[src/logic/sse_pkg.sv]
// constants shared by the safe state engine design and its bench
// assumes a single 40 MHz clock domain and no software register bus
package sse_pkg;
   localparam int          SSE_CLK_HZ      = 40_000_000;
   localparam int          SSE_IN_W        = 8;
   localparam int          SSE_TMO_W       = 16;
   localparam int          SSE_LUT_IDX_W   = 3;
   localparam int          SSE_LUT_W       = 2 * (1 << SSE_LUT_IDX_W);
   // lut index bit positions
   localparam int          SSE_IDX_MATCH   = 2;
   localparam int          SSE_IDX_REG_TMO = 1;
   localparam int          SSE_IDX_PIN_TMO = 0;
   // unlock key, then reset values of the configuration and outputs
   localparam logic [15:0] SSE_UNLOCK_KEY  = 16'hC35A;
   localparam logic [15:0] SSE_LUT_RST     = 16'hFFFC;
   localparam logic [15:0] SSE_TMO_RST     = 16'h0000;
   localparam logic [1:0]  SSE_OUT_RST     = 2'h0;

   typedef enum logic [0:0] {
      SSE_OPEN   = 1'b0,
      SSE_LOCKED = 1'b1
   } sse_lock_t;
endpackage

[src/logic/sse_engine.sv]
// safe state engine: compare, two watchdogs, lookup table to fault pins
// assumes all inputs synchronous to core_clk_in; config comes on plain ports
`timescale 1ns/1ps
`default_nettype none

// Functional notes
// - monitored value comes from input pins or the written input register
// - monitored value is compared against the reference compare register
// - watchdog flags an input register not rewritten within the timeout
// - watchdog flags a missing expected transition on watched input pins
// - two outputs come from a fully programmable lookup table
// - both table outputs drive pins and feed fault reporting
// - configuration is guarded against unintended writes
// - after configuration the engine runs with no software action
// - a locked configuration ignores every write until unlocked
module sse_engine #(
   parameter int W   = sse_pkg::SSE_IN_W,
   parameter int TMW = sse_pkg::SSE_TMO_W
) (
   input  wire logic                          core_clk_in,
   input  wire logic                          nrst_in,
   input  wire logic                          clk_en_in,
   input  wire logic [W-1:0]                  pin_in,
   input  wire logic                          in_wr_in,
   input  wire logic [W-1:0]                  in_wdata_in,
   input  wire logic                          cfg_wr_in,
   input  wire logic                          cfg_src_reg_in,
   input  wire logic [W-1:0]                  cfg_ref_in,
   input  wire logic [W-1:0]                  cfg_pin_watch_in,
   input  wire logic [TMW-1:0]                cfg_timeout_in,
   input  wire logic [sse_pkg::SSE_LUT_W-1:0] cfg_lut_in,
   input  wire logic                          lock_in,
   input  wire logic                          unlock_in,
   input  wire logic [15:0]                   unlock_key_in,
   output logic      [1:0]                    fault_pin_out,
   output logic      [1:0]                    fault_report_out,
   output logic                               match_out,
   output logic                               reg_stale_out,
   output logic                               pin_stale_out,
   output logic                               locked_out
);
   import sse_pkg::*;

   // next count of a watchdog timer; a zero timeout disables it
   // the count saturates at the timeout, so an unserviced input keeps its
   // flag without the timer wrapping round and raising it a second time
   // a timeout of one flags every cycle, since expiry wins over restart
   function automatic logic [TMW-1:0] tmo_next(
      input logic [TMW-1:0] cnt,
      input logic [TMW-1:0] tmo,
      input logic           restart
   );
      logic [TMW-1:0] res;
      res = cnt;
      if (restart || tmo == '0) begin
         res = '0;
      end else if (cnt != tmo) begin
         res = cnt + 1'b1;
      end
      return res;
   endfunction

   ////////////////////////////////////////////////////////////////////////
   // reset release through two flops
   // entry stays asynchronous so the fault pins clear at once; release is
   // synchronised so every flop leaves reset on the same edge
   logic rst_s1_r;
   logic rst_s2_r;
   logic rst_n;

   always_ff @(posedge core_clk_in or negedge nrst_in) begin
      if (!nrst_in) begin
         rst_s1_r <= 1'b0;
         rst_s2_r <= 1'b0;
      end else begin
         rst_s1_r <= 1'b1;
         rst_s2_r <= rst_s1_r;
      end
   end
   assign rst_n = rst_s2_r;

   ////////////////////////////////////////////////////////////////////////
   // configuration and lock
   sse_lock_t              lock_r,  lock_nxt;
   logic                   src_r,   src_nxt;
   logic [W-1:0]           ref_r,   ref_nxt;
   logic [W-1:0]           watch_r, watch_nxt;
   logic [TMW-1:0]         tmo_r,   tmo_nxt;
   logic [SSE_LUT_W-1:0]   lut_r,   lut_nxt;

   always_comb begin
      lock_nxt  = lock_r;
      src_nxt   = src_r;
      ref_nxt   = ref_r;
      watch_nxt = watch_r;
      tmo_nxt   = tmo_r;
      lut_nxt   = lut_r;
      case (lock_r)
         SSE_OPEN: begin
            // writes land only while open
            // a write and a lock in one cycle: the write lands, then it closes
            if (cfg_wr_in) begin
               src_nxt   = cfg_src_reg_in;
               ref_nxt   = cfg_ref_in;
               watch_nxt = cfg_pin_watch_in;
               tmo_nxt   = cfg_timeout_in;
               lut_nxt   = cfg_lut_in;
            end
            if (lock_in) begin
               lock_nxt = SSE_LOCKED;
            end
         end
         SSE_LOCKED: begin
            // every write dropped; only a keyed unlock or a reset reopens
            if (unlock_in && unlock_key_in == SSE_UNLOCK_KEY) begin
               lock_nxt = SSE_OPEN;
            end
         end
         default: lock_nxt = SSE_LOCKED;
      endcase
   end

   always_ff @(posedge core_clk_in or negedge rst_n) begin
      if (!rst_n) begin
         lock_r  <= SSE_OPEN;
         src_r   <= 1'b0;
         ref_r   <= '0;
         watch_r <= '0;
         tmo_r   <= TMW'(SSE_TMO_RST);
         lut_r   <= SSE_LUT_RST;
      end else if (clk_en_in) begin
         lock_r  <= lock_nxt;
         src_r   <= src_nxt;
         ref_r   <= ref_nxt;
         watch_r <= watch_nxt;
         tmo_r   <= tmo_nxt;
         lut_r   <= lut_nxt;
      end
   end

   ////////////////////////////////////////////////////////////////////////
   // monitoring: input register, compare, watchdogs, table
   // the input register is data, not configuration, so lock does not stop
   // it: software must keep servicing it while locked
   logic [W-1:0]            inreg_r,   inreg_nxt;
   logic [W-1:0]            pin_d_r,   pin_d_nxt;
   logic [TMW-1:0]          rcnt_r,    rcnt_nxt;
   logic [TMW-1:0]          pcnt_r,    pcnt_nxt;
   logic                    rstale_r,  rstale_nxt;
   logic                    pstale_r,  pstale_nxt;
   logic                    match_r,   match_nxt;
   logic [1:0]              fault_r,   fault_nxt;
   logic [W-1:0]            mon_val;
   logic                    pin_edge;
   logic                    r_exp;
   logic                    p_exp;
   logic                    cfg_load;
   logic [SSE_LUT_IDX_W-1:0] idx;

   always_comb begin
      inreg_nxt = in_wr_in ? in_wdata_in : inreg_r;
      // history resets low; pins idle high after reset only restart the
      // pin timer once, which cannot raise a false flag
      pin_d_nxt = pin_in;
      // source select
      mon_val   = src_r ? inreg_r : pin_in;
      match_nxt = (mon_val == ref_r);
      pin_edge  = |((pin_in ^ pin_d_r) & watch_r);
      // timers restart on service
      // an accepted config write restarts them too: a count left above a
      // newly lowered timeout would otherwise run on until it wrapped
      cfg_load  = cfg_wr_in && (lock_r == SSE_OPEN);
      rcnt_nxt  = tmo_next(rcnt_r, tmo_r, in_wr_in || !src_r || cfg_load);
      pcnt_nxt  = tmo_next(pcnt_r, tmo_r,
                           pin_edge || watch_r == '0 || cfg_load);
      r_exp     = src_r && tmo_r != '0 && rcnt_r == tmo_r - 1'b1;
      p_exp     = watch_r != '0 && tmo_r != '0 && pcnt_r == tmo_r - 1'b1;
      // expiry wins over a restart in the same cycle
      rstale_nxt = r_exp ? 1'b1 : (in_wr_in ? 1'b0 : rstale_r);
      pstale_nxt = p_exp ? 1'b1 : (pin_edge ? 1'b0 : pstale_r);
      if (!src_r) begin
         rstale_nxt = 1'b0;
      end
      if (watch_r == '0) begin
         pstale_nxt = 1'b0;
      end
      idx = '0;
      idx[SSE_IDX_MATCH]   = match_r;
      idx[SSE_IDX_REG_TMO] = rstale_r;
      idx[SSE_IDX_PIN_TMO] = pstale_r;
      fault_nxt = lut_r[2*idx +: 2];
   end

   // free-running evaluation, no software needed once set up
   always_ff @(posedge core_clk_in or negedge rst_n) begin
      if (!rst_n) begin
         inreg_r  <= '0;
         pin_d_r  <= '0;
         rcnt_r   <= '0;
         pcnt_r   <= '0;
         rstale_r <= 1'b0;
         pstale_r <= 1'b0;
         match_r  <= 1'b0;
         fault_r  <= SSE_OUT_RST;
      end else if (clk_en_in) begin
         inreg_r  <= inreg_nxt;
         pin_d_r  <= pin_d_nxt;
         rcnt_r   <= rcnt_nxt;
         pcnt_r   <= pcnt_nxt;
         rstale_r <= rstale_nxt;
         pstale_r <= pstale_nxt;
         match_r  <= match_nxt;
         fault_r  <= fault_nxt;
      end
   end

   assign fault_pin_out    = fault_r;
   assign fault_report_out = fault_r;
   assign match_out        = match_r;
   assign reg_stale_out    = rstale_r;
   assign pin_stale_out    = pstale_r;
   assign locked_out       = (lock_r == SSE_LOCKED);
endmodule // sse_engine

`default_nettype wire

[config.mk]
export PLATFORM = sky130hd
export DESIGN_NAME = sse_engine
export DESIGN_NICKNAME = d
export VERILOG_FILES = /design/src/logic/sse_pkg.sv /design/src/logic/sse_engine.sv
export SDC_FILE = /design/constraint.sdc
export NUM_CORES = 1
export LEC_CHECK = 0
export BUFFER_PORTS_ARGS = -buffer_cell sky130_fd_sc_hd__buf_4
export CELL_PAD_IN_SITES_DETAIL_PLACEMENT = 1
export CELL_PAD_IN_SITES_GLOBAL_PLACEMENT = 1
export CORE_MARGIN = 4
export CORE_UTILIZATION = 41
export CTS_BUF_LIST = sky130_fd_sc_hd__clkbuf_4 sky130_fd_sc_hd__clkbuf_8
export DETAILED_ROUTE_END_ITERATION = 6
export GPL_TIMING_DRIVEN = 0
export PLACE_DENSITY = 0.83
export SYNTH_ARGS = -nofsm -noshare
export SYNTH_HDL_FRONTEND = slang
export SYNTH_SLANG_ARGS = --single-unit
[constraint.sdc]
create_clock -name core_clk_in -period 9.62 [get_ports core_clk_in]
set_input_delay 0.481 -clock core_clk_in [delete_from_list [all_inputs] [get_ports core_clk_in]]
set_output_delay 0.481 -clock core_clk_in [all_outputs]
set_load 0.005 [all_outputs]
==> results by group <==
STA
  • Worst clock skew: roughly 0.0097 ns
  • Hold Slack: between 0.2 and 0.3 ns
  • Relative slew slack: 0.455
  • Fmax: 341 MHz
  • Final Hold Viols: 0
  • Tmin final: a little under 3 ns
  • Slew Viols, Final: 0
  • Part of the cycle the worst path needs: 0.305
  • Worst Tran Pin Value: just over 0.8 ns
  • RSZ-0062 raised after global routing: no
  • Setup TNS: 0 ns
  • Final setup fails: 0

Synthesis
  • Sequential element share of the synthesized area: 0.416
  • Yosys top cell area share: 0.358
  • Top-count cell post-synth: dfrtp_1
  • Main combinational cell family by area after synthesis: simple AND/OR/NAND/NOR gates
  • Yosys Warn Count: 0
  • Synthesis-stage register bit count: around 110
  • Synth Cell Area: 6350 um2
  • Xor and xnor area share after synthesis: 0.106
  • Compound-Gate Fraction of Synth Area: 0.0857
  • Gate Count Post-Synth: around 580
  • Synth Net Count: around 670
  • Cell variety after synth: 69
  • Commonest cells post-synth: 91 x dfrtp_1, 66 x mux2_2, 50 x xor2_1
  • Simple-gate area share of the yosys netlist: 0.182
  • Multiplexer area fraction after synthesis: 0.158
  • Synth top area cells: dfrtp_1 36%, mux2_2 12%, xor2_1 6.9%, dfstp_2 5.8%, xnor2_1 3.2%
  • Top FF cell, synth: dfrtp_1
  • Ys async rst share: 1.00
  • Post-synth top area cell: dfrtp_1
  • Post-Synth Adder-Cell Area: 0.00945
  • EDFF count, synth: 0
  • Synthesized area per cell: 10.9 um2

Clock network
  • Clock root cell: clkbuf_8
  • CTS sink count: 105
  • Worst-Skew Late Latency: slightly below 0.4 ns
  • Longest Clk Path Bufs: 2
  • Clock transition at the registers of the reported paths: 0.10 ns
  • CTS Buf Count: 9
  • H-tree depth: 3
  • Setup Buffers After CTS: 0
  • Cts-stage hold buffer count: 1
  • CTS tree: yes
  • Post-CTS Resized: 0

Min path
  • Worst Hold Class: register to asynchronous set/reset pin

Route
  • Met1 wire length: between 7 and 8 mm
  • # DRC: 0
  • DR vias/cell: ~5.7
  • Top layer in use: met4
  • Final WL: around 18 mm
  • Met2 Wirelength: around 9.7 mm
  • Total vias in the final route: approximately 5000
  • Met3 routed WL: about 980 um
  • Antenna-violating nets left: 0
  • DRT iter0 DRCs: 188
  • Wire per inst: approximately 21 um
  • TritonRoute pass-1 iters: 4

GRT
  • Number of global-route vias before repair: 5656
  • Initial antenna violation count: 0
  • GRT Total Usage: 0.213
  • Grt ovf: 0
  • Largest net degree at the start of global routing: 70
  • First-pass GRT wire length: between 20 and 30 mm

Worst setup path
  • Critical Path Start Type: register
  • WS Path Type: register to register
  • Crit path max-delay family: simple AND/OR/NAND/NOR gates
  • Critical-path top delay cell: or4b_1
  • Worst Path Max Fanout: 9
  • CP startpoint: tmo_r[1]
  • Worst path cell trace: clkbuf_1 -> inv_1 -> ha_1 -> buf_2 -> nor3b_1 -> nand3_1 -> xnor2_1 -> or4b_1 -> o31ai_2
  • Critical Path End Type: register
  • Worst flop-to-flop path startpoint: tmo_r[1]
  • CP peak stage delay: ~0.56 ns
  • CP required: 9.91 ns
  • CP bufs+invs: 3
  • CP Data Arrival Time: roughly 3.2 ns

Power
  • Part of the power in registers: 0.427
  • Clock network fraction of total power: 0.220
  • Peak VDD IR: 130 uV
  • Leak: ~0.0032 uW
  • Internal: slightly above 900 uW
  • Switching Fraction: 0.353
  • Combinational fraction of design power: 0.353
  • Power Dens Cells: 187 nW/um2
  • Psw: ~500 uW

Finish
  • Core Util, Final: 0.498
  • Area growth from synthesis to layout: 19.1%
  • Seq. cell area: about 2600 um2
  • N_diodes: 0
  • Share of layout cells above drive strength 1: 0.352
  • Layout fillers: roughly 1700
  • Area of the multi-input gates: approximately 3400 um2
  • Nets: 781

Die
  • # rows: 45
  • Initial core utilization: 0.418
  • Die W: ~130 um
  • I/O Pins: 96
  • Die height: approximately 130 um
  • Die area: between 15000 and 20000 um2
  • Core footprint: 15200 um2

Outcome
  • Status: finished clean

Place
  • Routability Congestion: approximately 0.89
  • DPL Wire Length: between 10 and 15 mm
  • Port Buffers: 95

Flow run
  • MaxCap Viol Count: 0
layout by cell type (no fill, tap or decap), types with 7 or more instances in the layout:
cell type   n
dfstp_2    14
o21a_1     10
nor3_1      9
o21ai_0    14
buf_2       9
mux2_2     66
inv_1      10
clkbuf_8    9
nor4_4      7
nand4_1    12
clkbuf_1   15
nand2_1    34
or3_1      10
nand3_1    21
nor4_1     12
or4_1       8
nand2b_1    9
dfrtp_1    90
mux2i_1    17
buf_6       7
a21oi_1    17
buf_4      99
nor2_1     18
xnor2_1    23
xor2_1     50
through the flow:
stage	power, uW	setup slack, ns	cell area (um2)	std cells
after global routing	1500	6.57	7570	882
after detailed placement	1110	6.78	7330	865
after global placement	1070	5.36	7300	864
after floorplan	949	6.50	6350	581
final	1420	6.69	7570	882
after CTS	1430	6.77	7570	882
path summary, 6_finish.rpt:
check | cells after the start | endpoint | slack [ns]
max in group asynchronous | 1 | rcnt_r[12] | 8.62
max | 9 | pin_stale_out | 6.69
min in group core_clk_in | 2 | inreg_r[1] | 0.31
min reg2reg | 0 | locked_out | 0.29
min | 0 | locked_out | 0.29
max reg2reg | 9 | pin_stale_out | 6.69
layer usage:
metal	GRT usage	vias to the layer above
met5	0	-
met1	0.262	2515
li1	-	2315
met2	0.380	131
met3	0.0411	27
met4	0.0618	0
cell families after synthesis:
group,Yosys count
AOI/OAI and AO/OA,81
xor gates and xnor gates,75
adders and majority gates,5
buffers and inverters,51
DFF,105
muxes,87
other,1
and+or+nand+nor,176
registers in the layout (all words and copies together), names as in the netlist, 2 cells and up:
name           cells
pin_d_r            8
tmo_r             16
lut_r             16
rcnt_r            16
pcnt_r            16
inreg_r            8
watch_r            8
fault_pin_out      2
ref_r              8
power by group through the flow:
stage	clock network (uW)	logic [uW]	registers, uW
finish	312	500	605
floorplan	0	361	588
detailed placement	0	495	611
CTS	322	500	603
global placement	0	464	607
global route	339	543	615
worst reg2reg max path: cells and delay by family, from the launching register on:
kind | cells | cell delay, ns
buffers and inverters | 3 | 0.55
XOR/XNOR | 1 | 0.17
flip-flops | 1 | 0.39
AND/OR/NAND/NOR | 3 | 1.30
AO/OA/AOI/OAI | 1 | 0.29
adder cells (fa/ha/maj) | 1 | 0.15
area by class of cell:
class | count | area share
multi-input combinational | 425 | 0.454
inverter | 10 | 0.00496
tap | 188 | 0.0311
clock inverter | 7 | 0.0134
clock buffer | 9 | 0.0164
buffer | 41 | 0.0309
timing repair buffer | 97 | 0.0992
sequential | 105 | 0.350
No activity file was read; power rests on OpenSTA's default activity.
